### src/design/sbs_pkg.sv
// constants shared by the stepper bridge sequencer
// assumes an 8-bit register port and a 250 MHz mclk
package sbs_pkg;
  // ==========================================
  // register port
  localparam int          AW = 4;
  localparam int          DW = 8;
  localparam logic [3:0]  ADDR_ARR   = 4'h0;
  localparam logic [3:0]  ADDR_CTRL  = 4'h1;
  localparam logic [3:0]  ADDR_LB    = 4'h2;
  localparam logic [3:0]  ADDR_OUTS  = 4'h3;
  localparam logic [3:0]  ADDR_PARA  = 4'h4;
  localparam logic [3:0]  ADDR_PARB  = 4'h5;
  localparam logic [3:0]  ADDR_POSU  = 4'h6;
  localparam logic [3:0]  ADDR_POSL  = 4'h7;
  localparam logic [3:0]  ADDR_SWRST = 4'h8;
  localparam logic [3:0]  ADDR_STAT  = 4'h9;
  localparam logic [3:0]  ADDR_GATES = 4'hA;
  // ==========================================
  // fields
  localparam int CTRL_EN   = 0;
  localparam int CTRL_DIR  = 1;
  localparam int CTRL_STB  = 2;
  localparam int LB_HS1A   = 0;
  localparam int LB_HS2A   = 1;
  localparam int PAR_P1    = 0;
  localparam int PAR_P2    = 1;
  localparam int SWRST_BIT = 0;
  localparam int TAG_LSB   = 5;
  localparam int O_HS1A    = 0;
  localparam int O_LS1A    = 1;
  localparam int O_HS1B    = 2;
  localparam int O_LS1B    = 3;
  localparam int O_HS2A    = 4;
  localparam int O_HS2B    = 5;
  localparam int O_LS2A    = 6;
  localparam int O_LS2B    = 7;
  // ==========================================
  // reset values and codes
  localparam logic [1:0]  ARR_HBRIDGE = 2'h0;
  localparam logic [1:0]  ARR_RST     = 2'h0;
  localparam logic [9:0]  CNT_RST     = 10'h200;
  localparam logic [9:0]  CNT_MAX     = 10'h3FF;
  localparam logic [9:0]  CNT_MIN     = 10'h000;
  localparam logic [1:0]  PHASE_RST   = 2'h0;
  // ==========================================
  // timing
  localparam int MCLK_MHZ           = 250;
  localparam int CRANK_HOLD_TIME_US = 100;
  localparam int CRANK_HOLD_CYC     = CRANK_HOLD_TIME_US * MCLK_MHZ;
  typedef enum logic [1:0] {
    HOLD_IDLE = 2'b01,
    HOLD_RUN  = 2'b10
  } sbs_hold_t;
endpackage

### src/design/sbs_top.sv
// eight configurable power switches: two stepper H-bridges or
// eight independent stages, with crank hold and step position counter
// assumes a synchronous register master and synchronous pin inputs
`timescale 1ns/1ps
module sbs_top
  import sbs_pkg::*;
#(
  parameter int HOLD_CYC = sbs_pkg::CRANK_HOLD_CYC
) (
  input  wire logic                 mclk,
  input  wire logic                 rstn,
  input  wire logic [sbs_pkg::AW-1:0] addr,
  input  wire logic [sbs_pkg::DW-1:0] wdata,
  input  wire logic                 wr_en,
  input  wire logic                 rd_en,
  output logic [sbs_pkg::DW-1:0]      rdata,
  input  wire logic                 mcu_reset_n,
  output logic                      hs1a,
  output logic                      ls1a,
  output logic                      hs1b,
  output logic                      ls1b,
  output logic                      hs2a,
  output logic                      hs2b,
  output logic                      ls2a,
  output logic                      ls2b
);
  import sbs_pkg::*;

  // ==========================================
  // decode
  logic        wr_arr;
  logic        wr_ctrl;
  logic        wr_lb;
  logic        wr_outs;
  logic        wr_para;
  logic        wr_parb;
  logic        wr_swrst;
  assign wr_arr   = wr_en && (addr == ADDR_ARR);
  assign wr_ctrl  = wr_en && (addr == ADDR_CTRL);
  assign wr_lb    = wr_en && (addr == ADDR_LB);
  assign wr_outs  = wr_en && (addr == ADDR_OUTS);
  assign wr_para  = wr_en && (addr == ADDR_PARA);
  assign wr_parb  = wr_en && (addr == ADDR_PARB);
  assign wr_swrst = wr_en && (addr == ADDR_SWRST) && wdata[SWRST_BIT];

  // ==========================================
  // configuration
  logic [1:0]  arr_r;
  logic [1:0]  lb_r;
  logic [1:0]  para_r;
  logic [1:0]  parb_r;
  logic        hbridge_mode;

  always_ff @(posedge mclk) begin
    if (!rstn) begin
      arr_r <= ARR_RST;
    end else if (wr_arr) begin
      arr_r <= wdata[1:0];
    end
  end

  always_ff @(posedge mclk) begin
    if (!rstn) begin
      lb_r <= 2'h0;
    end else if (wr_lb) begin
      lb_r <= {wdata[LB_HS2A], wdata[LB_HS1A]};
    end
  end

  always_ff @(posedge mclk) begin
    if (!rstn) begin
      para_r <= 2'h0;
      parb_r <= 2'h0;
    end else begin
      if (wr_para) begin
        para_r <= wdata[1:0];
      end
      if (wr_parb) begin
        parb_r <= wdata[1:0];
      end
    end
  end

  assign hbridge_mode = (arr_r == ARR_HBRIDGE) && (lb_r == 2'h0);

  // ==========================================
  // enable, direction and strobe
  logic        en_r;
  logic        dir_r;
  logic        stb_r;
  logic        stb_rise;
  logic        en_chg;
  logic        take_step;
  assign stb_rise = wr_ctrl && wdata[CTRL_STB] && !stb_r;
  assign en_chg   = wr_ctrl && (wdata[CTRL_EN] != en_r);
  // an enable change swallows the strobe
  assign take_step = stb_rise && en_r && !en_chg && hbridge_mode;

  always_ff @(posedge mclk) begin
    if (!rstn) begin
      en_r  <= 1'b0;
      dir_r <= 1'b0;
      stb_r <= 1'b0;
    end else if (wr_ctrl) begin
      en_r  <= wdata[CTRL_EN];
      dir_r <= wdata[CTRL_DIR];
      stb_r <= wdata[CTRL_STB];
    end
  end

  // ==========================================
  // step phase
  logic [1:0]  phase_r;

  // advance with the direction held before this write
  always_ff @(posedge mclk) begin
    if (!rstn) begin
      phase_r <= PHASE_RST;
    end else if (take_step) begin
      phase_r <= dir_r ? phase_r + 2'h1 : phase_r - 2'h1;
    end
  end

  // ==========================================
  // position counter
  logic [9:0]  cnt_r;
  logic [1:0]  tag_r;

  always_ff @(posedge mclk) begin
    if (!rstn || wr_swrst) begin
      cnt_r <= CNT_RST;
    end else if (take_step) begin
      if (dir_r && cnt_r != CNT_MAX) begin
        cnt_r <= cnt_r + 10'h001;
      end else if (!dir_r && cnt_r != CNT_MIN) begin
        cnt_r <= cnt_r - 10'h001;
      end
    end
  end

  // check bits tick on every step, shown in both halves
  always_ff @(posedge mclk) begin
    if (!rstn || wr_swrst) begin
      tag_r <= 2'h0;
    end else if (take_step) begin
      tag_r <= tag_r + 2'h1;
    end
  end

  // ==========================================
  // independent commands and crank hold
  logic [7:0]  outs_r;
  logic        mcu_q;
  logic        mcu_fall;
  logic        mcu_in_rst_r;
  sbs_hold_t   hold_r;
  logic [31:0] hold_cnt_r;
  logic        hold_end;
  assign mcu_fall = mcu_q && !mcu_reset_n;
  assign hold_end = (hold_r == HOLD_RUN) && (hold_cnt_r == 32'(HOLD_CYC - 1));

  always_ff @(posedge mclk) begin
    if (!rstn) begin
      mcu_q        <= 1'b1;
      mcu_in_rst_r <= 1'b0;
    end else begin
      mcu_q <= mcu_reset_n;
      if (mcu_fall) begin
        mcu_in_rst_r <= 1'b1;
      end else if (mcu_reset_n) begin
        mcu_in_rst_r <= 1'b0;
      end
    end
  end

  // hold timer from the reset pin falling edge
  always_ff @(posedge mclk) begin
    if (!rstn) begin
      hold_r     <= HOLD_IDLE;
      hold_cnt_r <= 32'h0;
    end else begin
      unique case (hold_r)
        HOLD_IDLE: begin
          hold_cnt_r <= 32'h0;
          if (mcu_fall && lb_r != 2'h0) begin
            hold_r <= HOLD_RUN;
          end
        end
        HOLD_RUN: begin
          hold_cnt_r <= hold_cnt_r + 32'h1;
          // a command write means the controller is back in charge
          if (wr_outs || hold_end) begin
            hold_r <= HOLD_IDLE;
          end
        end
        default: begin
          hold_r <= HOLD_IDLE;
        end
      endcase
    end
  end

  // expiry drops the held high sides
  always_ff @(posedge mclk) begin
    if (!rstn) begin
      outs_r <= 8'h00;
    end else if (wr_outs) begin
      outs_r <= wdata;
    end else if (hold_end) begin
      outs_r[O_HS1A] <= 1'b0;
      outs_r[O_HS2A] <= 1'b0;
    end
  end

  // ==========================================
  // gate composition
  logic [7:0]  br;
  logic [7:0]  br_safe;
  logic [7:0]  ind;
  logic [7:0]  gate_nxt;
  logic [7:0]  gate_r;

  always_comb begin
    br = 8'h00;
    if (en_r) begin
      unique case (phase_r)
        2'h0: br = 8'(1 << O_HS1A) | 8'(1 << O_LS1B) | 8'(1 << O_HS2B) | 8'(1 << O_LS2A);
        2'h1: br = 8'(1 << O_HS1A) | 8'(1 << O_LS1B) | 8'(1 << O_HS2A) | 8'(1 << O_LS2B);
        2'h2: br = 8'(1 << O_HS1B) | 8'(1 << O_LS1A) | 8'(1 << O_HS2A) | 8'(1 << O_LS2B);
        2'h3: br = 8'(1 << O_HS1B) | 8'(1 << O_LS1A) | 8'(1 << O_HS2B) | 8'(1 << O_LS2A);
      endcase
    end
  end

  // high side wins any clash within a half-bridge
  always_comb begin
    br_safe         = br;
    br_safe[O_LS1A] = br[O_LS1A] && !br[O_HS1A];
    br_safe[O_LS1B] = br[O_LS1B] && !br[O_HS1B];
    br_safe[O_LS2A] = br[O_LS2A] && !br[O_HS2A];
    br_safe[O_LS2B] = br[O_LS2B] && !br[O_HS2B];
  end

  // paired stages copy their partner, no coherency check
  always_comb begin
    ind         = outs_r;
    ind[O_LS1B] = para_r[PAR_P1] ? outs_r[O_LS1A] : outs_r[O_LS1B];
    ind[O_LS2B] = para_r[PAR_P2] ? outs_r[O_LS2A] : outs_r[O_LS2B];
    ind[O_HS1B] = parb_r[PAR_P1] ? outs_r[O_HS1A] : outs_r[O_HS1B];
    ind[O_HS2B] = parb_r[PAR_P2] ? outs_r[O_HS2A] : outs_r[O_HS2B];
    // with the controller in reset only held high sides stay on
    if (mcu_in_rst_r) begin
      ind         = 8'h00;
      ind[O_HS1A] = (hold_r == HOLD_RUN) && lb_r[LB_HS1A] && outs_r[O_HS1A];
      ind[O_HS2A] = (hold_r == HOLD_RUN) && lb_r[LB_HS2A] && outs_r[O_HS2A];
    end
  end

  assign gate_nxt = hbridge_mode ? br_safe : ind;

  always_ff @(posedge mclk) begin
    if (!rstn) begin
      gate_r <= 8'h00;
    end else begin
      gate_r <= gate_nxt;
    end
  end

  assign hs1a = gate_r[O_HS1A];
  assign ls1a = gate_r[O_LS1A];
  assign hs1b = gate_r[O_HS1B];
  assign ls1b = gate_r[O_LS1B];
  assign hs2a = gate_r[O_HS2A];
  assign hs2b = gate_r[O_HS2B];
  assign ls2a = gate_r[O_LS2A];
  assign ls2b = gate_r[O_LS2B];

  // ==========================================
  // readback, one cycle after the strobe
  logic [7:0]  rd_nxt;

  always_comb begin
    rd_nxt = 8'h00;
    unique case (addr)
      ADDR_ARR:   rd_nxt = {6'h00, arr_r};
      ADDR_CTRL:  rd_nxt = {5'h00, stb_r, dir_r, en_r};
      ADDR_LB:    rd_nxt = {6'h00, lb_r};
      ADDR_OUTS:  rd_nxt = outs_r;
      ADDR_PARA:  rd_nxt = {6'h00, para_r};
      ADDR_PARB:  rd_nxt = {6'h00, parb_r};
      ADDR_POSU:  rd_nxt = {1'b0, tag_r, cnt_r[9:5]};
      ADDR_POSL:  rd_nxt = {1'b0, tag_r, cnt_r[4:0]};
      ADDR_STAT:  rd_nxt = {3'h0, hold_r == HOLD_RUN, mcu_in_rst_r, hbridge_mode, phase_r};
      ADDR_GATES: rd_nxt = gate_r;
      default:    rd_nxt = 8'h00;
    endcase
  end

  always_ff @(posedge mclk) begin
    if (!rstn) begin
      rdata <= 8'h00;
    end else if (rd_en) begin
      rdata <= rd_nxt;
    end else begin
      rdata <= 8'h00;
    end
  end
endmodule

### config.mk
export PLATFORM = sky130hd
export DESIGN_NAME = sbs_top
export DESIGN_NICKNAME = d
export VERILOG_FILES = /design/src/design/sbs_pkg.sv /design/src/design/sbs_top.sv
export SDC_FILE = /design/constraint.sdc
export NUM_CORES = 1
export LEC_CHECK = 0
export ABC_AREA = 1
export BUFFER_PORTS_ARGS = -buffer_cell sky130_fd_sc_hd__buf_2
export CELL_PAD_IN_SITES_DETAIL_PLACEMENT = 1
export CELL_PAD_IN_SITES_GLOBAL_PLACEMENT = 1
export CORE_MARGIN = 2
export CORE_UTILIZATION = 43
export DETAILED_ROUTE_END_ITERATION = 10
export PLACE_DENSITY_LB_ADDON = 0.05
export SYNTH_ARGS = -nofsm -noshare
export SYNTH_HDL_FRONTEND = slang
export SYNTH_SLANG_ARGS = --single-unit
### constraint.sdc
create_clock -name mclk -period 3.3 [get_ports mclk]
set_clock_uncertainty 0.15 [all_clocks]
set_input_delay 0.33 -clock mclk [delete_from_list [all_inputs] [get_ports mclk]]
set_output_delay 0.33 -clock mclk [all_outputs]
set_load 0.02 [all_outputs]
==> results of run 1 <==
[power breakdown]
part | leakage (nW) | internal (mW) | switching (mW) | total [mW]
Clock | 0.119 | 0.522 | 0.409 | 0.931
Combinational | 1.41 | 0.0772 | 0.181 | 0.258
Sequential | 0.686 | 1.05 | 0.0191 | 1.07
[through the flow]
stage                     cell area [um2]  setup WS, ns
after floorplan                      4590         0.913
after global placement               4900         0.852
after detailed placement             4900         0.660
after CTS                            5160         0.609
after global routing                 5160         0.337
final                                5160         0.578
[final timing paths]
kind	end	from
worst max-delay path	cnt_r[8]$_SDFFE_PP0P_	cnt_r[0]$_SDFFE_PP0P_
worst min-delay path	outs_r[6]$_SDFFE_PN0P_	wdata[6]
worst max register to register	cnt_r[8]$_SDFFE_PP0P_	cnt_r[0]$_SDFFE_PP0P_
worst min register to register	stb_r$_SDFFE_PN0P_	stb_r$_SDFFE_PN0P_
[worst min-delay path, cell delays in order]
cell and delay (ns):
buf_2 0.10, nand2_1 0.06, a21oi_1 0.05
[metal layers]
metal,routed length [um],GRT usage,vias to the layer above
met3,523,0.0593,11
met2,6720,0.436,71
met1,6800,0.349,2208
met5,0,0,-
met4,146,0.0622,0
li1,-,-,2335
[Yosys cell counts]
cell type	instances	share of area
nor2_4	3	0.0074
o22ai_1	8	0.011
inv_1	94	0.077
nand3_4	1	0.0038
dfxtp_1	85	0.37
a21oi_1	63	0.069
nor4_1	2	0.0027
buf_6	1	0.0025
nand2_2	2	0.0027
o21ai_0	52	0.057
nor3_1	23	0.025
o211ai_1	2	0.0033
o21bai_1	3	0.0049
xnor2_1	3	0.0057
ha_1	15	0.041
xor2_1	4	0.0076
nor2_1	87	0.071
a21o_1	1	0.0016
clkbuf_1	4	0.0033
inv_2	3	0.0025
nand2_1	162	0.13
a31oi_1	3	0.0041
nand3_2	1	0.0022
a211oi_1	1	0.0016
or2_2	1	0.0014
and3_1	1	0.0014
nand3_1	42	0.046
nor3b_1	1	0.0016
fa_1	1	0.0044
buf_2	5	0.0055
a311oi_1	1	0.0019
nor2_2	6	0.0082
o211a_1	1	0.0022
nand4_1	13	0.018
[layout make-up]
class,count,area [um2],share of cell area
Sequential cell,85,1700,0.330
Inverter,97,364,0.0705
Clock inverter,6,110,0.0213
Clock buffer,10,138,0.0267
Multi-Input combinational cell,503,2470,0.479
Timing Repair Buffer,38,208,0.0402
Tap cell,136,170,0.0330
[flip-flops by register name, indices dropped and copies added (netlist names)]
register / count
hold_cnt_r: 32
cnt_r: 10
gate_r: 8
outs_r: 8
rdata: 8
arr_r: 2
hold_r: 2
lb_r: 2
para_r: 2
parb_r: 2
phase_r: 2
tag_r: 2
dir_r: 1
en_r: 1
mcu_in_rst_r: 1
mcu_q: 1
stb_r: 1
[cell families (layout without fill, tap and decap cells)]
family                   after synthesis  after routing  synth area share
buffers and inverters                107            151            0.0906
adder cells (fa/ha/maj)               16             16            0.0453
AO/OA/AOI/OAI                        135            135             0.156
XOR/XNOR                               7              7            0.0134
AND/OR/NAND/NOR                      345            345             0.324
flip-flops                            85             85             0.371
[repair_timing]
item / in CTS / in global routing
hold endpoints to repair: 1 / 0
hold buffers: 1 / 0
gates resized for setup: 0 / 0
==> results by group, run 1 <==
Setup path
  • CP Buf/Inv Count: 2
  • R2r setup slk: 0.58 ns
  • Worst setup path class: reg2reg
  • Worst setup SP type: flop
  • Critical Path Fanout Max: 10
  • Crit-path most repeated cell: nand2_1
  • WP data arrival: 2.85 ns
  • Critical path required time: 3.43 ns
  • Slowest stage delay, CP: 0.43 ns
  • Critical path's top delay family: simple AND/OR/NAND/NOR gates
  • CP max stage cell: o21ai_0
  • Worst r2r path cells: 13
  • Worst setup EP type: flop
  • CP Depth: 13
  • Crit path cell chain: inv_1, nor3_1, nand3_1, nand2_1, buf_4, ha_1, nand2_1, o21ai_0, nand3_1, nand2_1, nand2_1, a21oi_1, nor2_1

Clock tree
  • CTS Root Cell: clkbuf_8
  • Setup Fix Bufs, Post-CTS: 0
  • Maximum root-to-sink buffer count: 2
  • CTS tree: yes
  • Clk slew on worst S/H paths: 0.09 ns
  • H-tree depth: 3
  • Sink Count: 85
  • Clk_lat worst skew: 0.39 ns
  • TritonCTS Buffers: 9

Timing
  • Achievable frequency: 0.367 GHz
  • Slew Viols, Final: 0
  • Worst Tran Pin Value: 0.912 ns
  • Slew margin rel.: 0.386
  • RSZ-0062 raised after global routing: false
  • Fin crit share: 0.825
  • Setup tns final: 0 ns
  • Final hold violation count: 0
  • Final Setup Violations: 0
  • WHS: 0.0540 ns
  • Period minus WS final: 2.72 ns

Die
  • Die Y: 107 um
  • Die Area: 11500 um2
  • Initial Util: 0.444
  • Row cnt: 37
  • Core Area: 10300 um2
  • Die width: 107 um
  • I/O pins: 33

Run
  • Max Cap Violations: 0

Routing
  • Final ANT Viol Nets: 0
  • Initial drt markers: 200
  • DRC: 0
  • Drt wl/cell: 16.2 um
  • Vias: 4625
  • Drt via density: 5.29
  • DR pass1 iterations: 5
  • Drt total wl: 14200 um

Global routing
  • First-pass GRT wire length: 23600 um
  • Initial antenna violation count: 0
  • Pin count of the biggest net entering global routing: 26
  • Vias in the first global route: 4672
  • GRT Util Overall: 0.263
  • Total grt overflow: 0

Finish
  • # diodes: 0
  • Most common cell after layout, fill and taps aside: nand2_1
  • Layout cells sized above 1: 0.0947
  • Most frequent cells in the layout: nand2_1, inv_1, nor2_1, dfxtp_1, a21oi_1
  • Fillers: 1409
  • Synth-to-layout area growth: 12.5%
  • Layout Nets: 767
  • Layout Utilization: 0.500
  • Fin cells: 875

Placed design
  • Cell count after placement: 858
  • Buffers on Ports: 32
  • Gpl congestion: 0.875
  • Detailed placement HPWL: 10900 um

Power and ir drop
  • Leak pwr: 2.22 nW
  • Maximum VDD drop: 0.280 mV
  • Pwr dens: 437 nW/um2
  • Power, Total: 2.26 mW

Min path
  • Hold Path Depth: 3
  • Class of the worst hold path: in2reg

Logic synthesis
  • Post-synthesis cell type count: 34
  • Mapped Nets: 728
  • Yosys Warn Count: 0
  • Post-Syn Area per Cell: 6.60 um2
  • Flops & latches, synth: 85
  • Mapped cell area: 4590 um2
  • Syn Inst Count: 695
  • Register area share after synthesis: 0.371

Outcome
  • Status: finished, final reports clean
No activity file was read; power rests on OpenSTA's default activity.
==> run 2, diff against run 1 <==
- ABC_AREA: 1 -> 0
- CORE_UTILIZATION: 43 -> 46
- clock period: 3.3 -> 2.7 ns (I/O delays scaled with it)
==> results by group, run 2 <==
Die
  • Die Y: 102 um
  • I/O pins: 33
  • Die Area: 10300 um2
  • Die width: 102 um
  • Initial Util: 0.474
  • Row cnt: 35
  • Core Area: 9240 um2

Clock tree
  • Maximum root-to-sink buffer count: 2
  • CTS tree: yes
  • CTS Root Cell: clkbuf_8
  • Sink Count: 85
  • Clk_lat worst skew: 0.35 ns
  • Clk slew on worst S/H paths: 0.09 ns
  • H-tree depth: 3
  • TritonCTS Buffers: 9

Power and ir drop
  • Power, Total: 2.42 mW
  • Pwr dens: 458 nW/um2
  • Int Pwr: 1.86 mW
  • Maximum VDD drop: 0.282 mV
  • Clock share of power: 0.421
  • Leak pwr: 1.96 nW
  • Seq pwr share: 0.524
  • Sw Pwr: 0.557 mW
  • Comb power frac: 0.055
  • Switch share: 0.231

Finish
  • Most frequent cells in the layout: dfxtp_1, nor2_1, nand2_1, buf_4, buf_2
  • Largest register FFs: 32
  • Most flops, register: hold_cnt_r
  • Layout cells sized above 1: 0.209
  • # diodes: 0
  • Layout Nets: 613
  • Synth-to-layout area growth: 20.6%
  • Fillers: 1105
  • Most common cell after layout, fill and taps aside: dfxtp_1
  • Largest regs: hold_cnt_r (32), cnt_r (10)

Logic synthesis
  • Predominant post-synthesis flop cell: dfxtp_1
  • Mapped Nets: 545
  • Largest family of logic cells by synthesized area: simple AND/OR/NAND/NOR gates
  • Multiplexer share of the synthesized area: 0.0663
  • Async set-reset flop share out of synthesis: 0
  • Compound-Gate Fraction of Synth Area: 0.125
  • Post-synth top cells: dfxtp_1, nor2_1, nand2_1, xnor2_1, mux2i_1
  • Yosys top cell area share: 0.389
  • Yosys Warn Count: 0
  • Largest area contributor in the netlist: dfxtp_1
  • Post-synthesis cell type count: 58
  • Syn Inst Count: 512
  • Top cells by area, synth: dfxtp_1, nor2_1, mux2i_1
  • Register area share after synthesis: 0.389
  • EDFF count, synth: 0
  • Top-count cell post-synth: dfxtp_1
  • Mapped cell area: 4380 um2
  • Synth Area in Adders: 0.0474
  • Synth Area in Simple Gates: 0.263
  • Flops & latches, synth: 85
  • Post-Syn Area per Cell: 8.55 um2
  • Synth Area in XOR/XNOR: 0.0760

Global routing
  • Total grt overflow: 0
  • Pin count of the biggest net entering global routing: 33
  • GRT Util Overall: 0.259
  • First-pass GRT wire length: 20700 um
  • Vias in the first global route: 4012
  • Initial antenna violation count: 0

Min path
  • Class of the worst hold path: in2reg
  • Min-Delay Startpoint: wdata[3]

Timing
  • Fin crit share: 1.01
  • Setup tns final: -0.0227 ns
  • Slew Viols, Final: 0
  • Final worst setup slack: -0.0227 ns
  • Worst Tran Pin Value: 0.543 ns
  • RSZ-0062 raised after global routing: true
  • Achievable frequency: 0.367 GHz
  • Period minus WS final: 2.72 ns
  • Slew margin rel.: 0.637
  • Final Setup Violations: 1
  • Final hold violation count: 0

Setup path
  • Critical Path Fanout Max: 5
  • R2r startpoint: cnt_r[9]$_SDFFE_PP1P_
  • Worst setup EP type: flop
  • Critical Path Start: cnt_r[9]$_SDFFE_PP1P_
  • Worst setup SP type: flop
  • Worst setup path class: reg2reg
  • Critical Path End: cnt_r[8]$_SDFFE_PP0P_
  • Critical path required time: 2.84 ns
  • R2r setup slk: -0.02 ns
  • Worst reg2reg endpoint: cnt_r[8]$_SDFFE_PP0P_
  • WP data arrival: 2.86 ns
  • Worst r2r path cells: 12
  • Crit path cell chain: nand4_1, nor3_2, nand2b_4, buf_6, inv_4, fa_2, nor2b_4, o2111ai_2, a31oi_1, xor2_1, mux2i_1, nor2_1
  • Slowest stage delay, CP: 0.38 ns
  • CP max stage cell: fa_2

Routing
  • DRC: 0
  • Final ANT Viol Nets: 0
  • Initial drt markers: 124
  • Vias: 4020
  • Drt wl/cell: 18.4 um
  • Drt total wl: 13100 um
  • DR pass1 iterations: 4
  • Drt via density: 5.63

Placed design
  • Detailed placement HPWL: 9310 um
  • Buffers on Ports: 32
  • Gpl congestion: 0.886

Run
  • Max Cap Violations: 0

Outcome
  • Failing checks: setup timing
  • Status: finished, violations left
-- run 2: routing by layer --
metal	vias to the layer above	GRT usage	part of all wire
met5	-	0	0
met4	0	0.0821	0.018
met3	19	0.0324	0.045
met2	117	0.455	0.51
met1	1953	0.328	0.43
li1	1931	-	-
-- run 2: cells by family (layout without fill, tap and decap cells) --
group,count (synthesis),count (layout)
compound gates,85,85
mux,27,27
flops,85,85
buf+inv,35,108
xor+xnor,38,38
fa+ha+maj,16,16
simple gates,226,226
-- run 2: area by class of cell --
class	instances	area [um2]	area share
multi-input combinational	392	2620	0.497
sequential	85	1710	0.324
timing repair buffer	76	500	0.0948
tap	129	161	0.0306
clock buffer	11	141	0.0268
clock inverter	5	83.8	0.0159
inverter	16	62.6	0.0119
-- run 2: through the flow --
stage / hold WS [ns] / instances / cell area, um2 / util / worst slack, ns
floorplan: 0.246 / 512 / 4380 / - / 0.0754
global placement: 0.297 / 689 / 4890 / 0.529 / 0.146
detailed placement: 0.326 / 689 / 4890 / 0.529 / -0.0446
CTS: 0.00323 / 707 / 5150 / 0.557 / 0.00928
global route: 0.0162 / 714 / 5280 / 0.571 / -0.133
finish: 0.0138 / 714 / 5280 / 0.571 / -0.0227
-- run 2: worst max-delay path: cells and delay by family, from the launching register on --
kind            cells  cell delay [ns]
simple gates        5             0.81
buf+inv             2             0.15
compound gates      2             0.39
mux                 1             0.15
flops               1             0.34
xor+xnor            1             0.27
fa+ha+maj           1             0.38
-- run 2: power by group through the flow --
| stage | Combinational, mW | Clock [mW] | Sequential [mW] |
|---|---|---|---|
| 6_report | 0.133 | 1.02 | 1.27 |
| 5_1_grt | 0.144 | 1.08 | 1.27 |
| 4_1_cts | 0.130 | 1.04 | 1.27 |
| 3_5_place_dp | 0.127 | 0 | 1.30 |
| 3_3_place_gp | 0.124 | 0 | 1.30 |
| 2_1_floorplan | 0.0712 | 0 | 1.29 |
-- run 2: worst min-delay path by stage --
stage                     slack, ns                   endpoint  cells past startpoint
after global routing           0.02     outs_r[3]$_SDFFE_PN0P_                      3
after floorplan                0.25           mcu_q$_SDFF_PN1_                      2
after CTS                     0.003     outs_r[3]$_SDFFE_PN0P_                      3
after detailed placement       0.33     hold_r[1]$_SDFFE_PN0P_                      2
final                          0.01     outs_r[3]$_SDFFE_PN0P_                      3
after global placement         0.30  mcu_in_rst_r$_SDFFE_PN0P_                      2
-- run 2: what timing repair did --
action,CTS,global route
setup buffers,1,7
endpoints found under the hold margin,1,0
hold buffers,1,0
pin swaps,3,10
gates resized for setup,3,23
endpoints found under the setup margin,2,10
==> run 3, diff against run 2 <==
- CTS_CLUSTER_DIAMETER: unset -> 150
- SKIP_CTS_REPAIR_TIMING: unset -> 1
==> results by group, run 3 (same netlist as run 2, synthesis figures left out) <==
Clock tree
  • Clk slew on worst S/H paths: 0.09 ns
  • CTS Root Cell: clkbuf_8
  • Clk_lat worst skew: 0.36 ns
  • Sink Count: 85
  • H-tree depth: 3
  • CTS tree: yes
  • TritonCTS Buffers: 9
  • Maximum root-to-sink buffer count: 2

Power and ir drop
  • Pwr dens: 460 nW/um2
  • Power, Total: 2.42 mW
  • Switch share: 0.230
  • Sw Pwr: 0.556 mW
  • Maximum VDD drop: 0.282 mV
  • Clock share of power: 0.421
  • Comb power frac: 0.054
  • Seq pwr share: 0.524
  • Int Pwr: 1.86 mW
  • Leak pwr: 1.94 nW

Setup path
  • CP max stage cell: fa_2
  • Crit path cell chain: nand4_1, nor3_2, nand2b_4, buf_6, inv_2, fa_2, nor2b_4, o2111ai_2, a31oi_1, xor2_1, mux2i_1, nor2_1
  • R2r startpoint: cnt_r[2]$_SDFFE_PP0P_
  • Critical path required time: 2.84 ns
  • Worst setup SP type: flop
  • R2r setup slk: -0.09 ns
  • Worst r2r path cells: 12
  • Worst setup path class: reg2reg
  • Slowest stage delay, CP: 0.38 ns
  • Critical Path Fanout Max: 5
  • Worst reg2reg endpoint: cnt_r[8]$_SDFFE_PP0P_
  • Worst setup EP type: flop
  • WP data arrival: 2.93 ns

Die
  • Die width: 102 um
  • Initial Util: 0.474
  • I/O pins: 33
  • Die Area: 10300 um2
  • Core Area: 9240 um2
  • Row cnt: 35
  • Die Y: 102 um

Placed design
  • Gpl congestion: 0.886
  • Placed instance area: 4890 um2
  • Detailed placement HPWL: 9310 um
  • Buffers on Ports: 32

Global routing
  • GRT Util Overall: 0.255
  • Total grt overflow: 0
  • Pin count of the biggest net entering global routing: 33
  • First-pass GRT wire length: 20500 um
  • Initial antenna violation count: 0
  • Vias in the first global route: 3985

Finish
  • Most frequent cells in the layout: dfxtp_1, nor2_1, nand2_1, buf_4, buf_2
  • Layout cells sized above 1: 0.205
  • Most common cell after layout, fill and taps aside: dfxtp_1
  • Largest regs: hold_cnt_r (32), cnt_r (10)
  • Final Cell Area: 5250 um2
  • Layout Nets: 608
  • Largest register FFs: 32
  • Most flops, register: hold_cnt_r
  • # diodes: 0
  • Synth-to-layout area growth: 19.9%
  • Fillers: 1099

Outcome
  • Failing checks: setup timing
  • Status: finished, violations left

Timing
  • RSZ-0062 raised after global routing: true
  • Fin crit share: 1.03
  • Worst Tran Pin Value: 0.539 ns
  • Final Setup Violations: 1
  • Final worst setup slack: -0.0915 ns
  • Slew margin rel.: 0.640
  • Achievable frequency: 0.358 GHz
  • Final hold violation count: 0
  • Slew Viols, Final: 0
  • Period minus WS final: 2.79 ns

Min path
  • Hold Path Depth: 3
  • Class of the worst hold path: in2reg
  • Min-Delay Startpoint: mcu_reset_n
  • Hold path endpoint: mcu_q$_SDFF_PN1_

Routing
  • Drt wl/cell: 18.6 um
  • Initial drt markers: 148
  • Vias: 4030
  • Drt via density: 5.68
  • Drt total wl: 13200 um
  • Final ANT Viol Nets: 0
  • DR pass1 iterations: 4
  • DRC: 0

Run
  • Max Cap Violations: 0
## run 3: cell count changes in the layout (fill, tap and decap cells not counted)
cell / before / now
o21ai_1: 2 / 3
ha_4: 1 / 2
inv_4: 1 / 0
buf_4: 41 / 37
ha_1: 13 / 12
dlygate4sd3_1: 1 / 0
o21ai_0: 18 / 17
inv_2: 0 / 1
## run 3: how the worst max path moves through the flow
stage / start / end / slack [ns]
after floorplan: cnt_r[0]$_SDFFE_PP0P_ / cnt_r[9]$_SDFFE_PP1P_ / 0.08
after global placement: cnt_r[2]$_SDFFE_PP0P_ / cnt_r[9]$_SDFFE_PP1P_ / 0.15
after detailed placement: cnt_r[0]$_SDFFE_PP0P_ / cnt_r[9]$_SDFFE_PP1P_ / -0.04
after CTS: cnt_r[0]$_SDFFE_PP0P_ / cnt_r[9]$_SDFFE_PP1P_ / -0.12
after global routing: cnt_r[2]$_SDFFE_PP0P_ / cnt_r[8]$_SDFFE_PP0P_ / -0.16
final: cnt_r[2]$_SDFFE_PP0P_ / cnt_r[8]$_SDFFE_PP0P_ / -0.09
## run 3: critical path, delay by kind of cell (launching register included)
family	cells	cell delay [ns]
xor+xnor	1	0.26
mux	1	0.14
simple gates	5	0.86
buf+inv	2	0.17
compound gates	2	0.41
fa+ha+maj	1	0.38
flops	1	0.34
## run 3: final cells by class
| cell class | instances | area, um2 | share of cell area |
|---|---|---|---|
| clock buffers | 11 | 141 | 0.0269 |
| clock inverters | 5 | 83.8 | 0.0160 |
| inverters | 16 | 60.1 | 0.0114 |
| multi-input cells | 392 | 2630 | 0.502 |
| flip-flops and latches | 85 | 1710 | 0.325 |
| well taps | 129 | 161 | 0.0308 |
| repair buffers | 71 | 460 | 0.0877 |
## run 3: metrics by stage
stage               cells  worst slack, ns  hold WS, ns  setup TNS (ns)   util
floorplan             512           0.0754        0.246               0      -
global placement      689            0.146        0.297               0  0.529
detailed placement    689          -0.0446        0.326         -0.0446  0.529
CTS                   705           -0.121    -0.000686          -0.199  0.553
global route          709           -0.160       0.0181          -0.264  0.568
finish                709          -0.0915      0.00707         -0.0915  0.568
## run 3: per-layer routing
| layer | track usage | routed length [um] |
|---|---|---|
| met4 | 0.0790 | 200 |
| met1 | 0.323 | 5580 |
| met2 | 0.448 | 6860 |
| met5 | 0 | 0 |
| met3 | 0.0324 | 536 |
## run 3: power by group through the flow
stage | combinational [mW] | clock (mW) | sequential [mW]
detailed placement | 0.127 | 0 | 1.30
global placement | 0.124 | 0 | 1.30
global route | 0.143 | 1.08 | 1.27
CTS | 0.129 | 1.04 | 1.27
floorplan | 0.0712 | 0 | 1.29
finish | 0.132 | 1.02 | 1.27
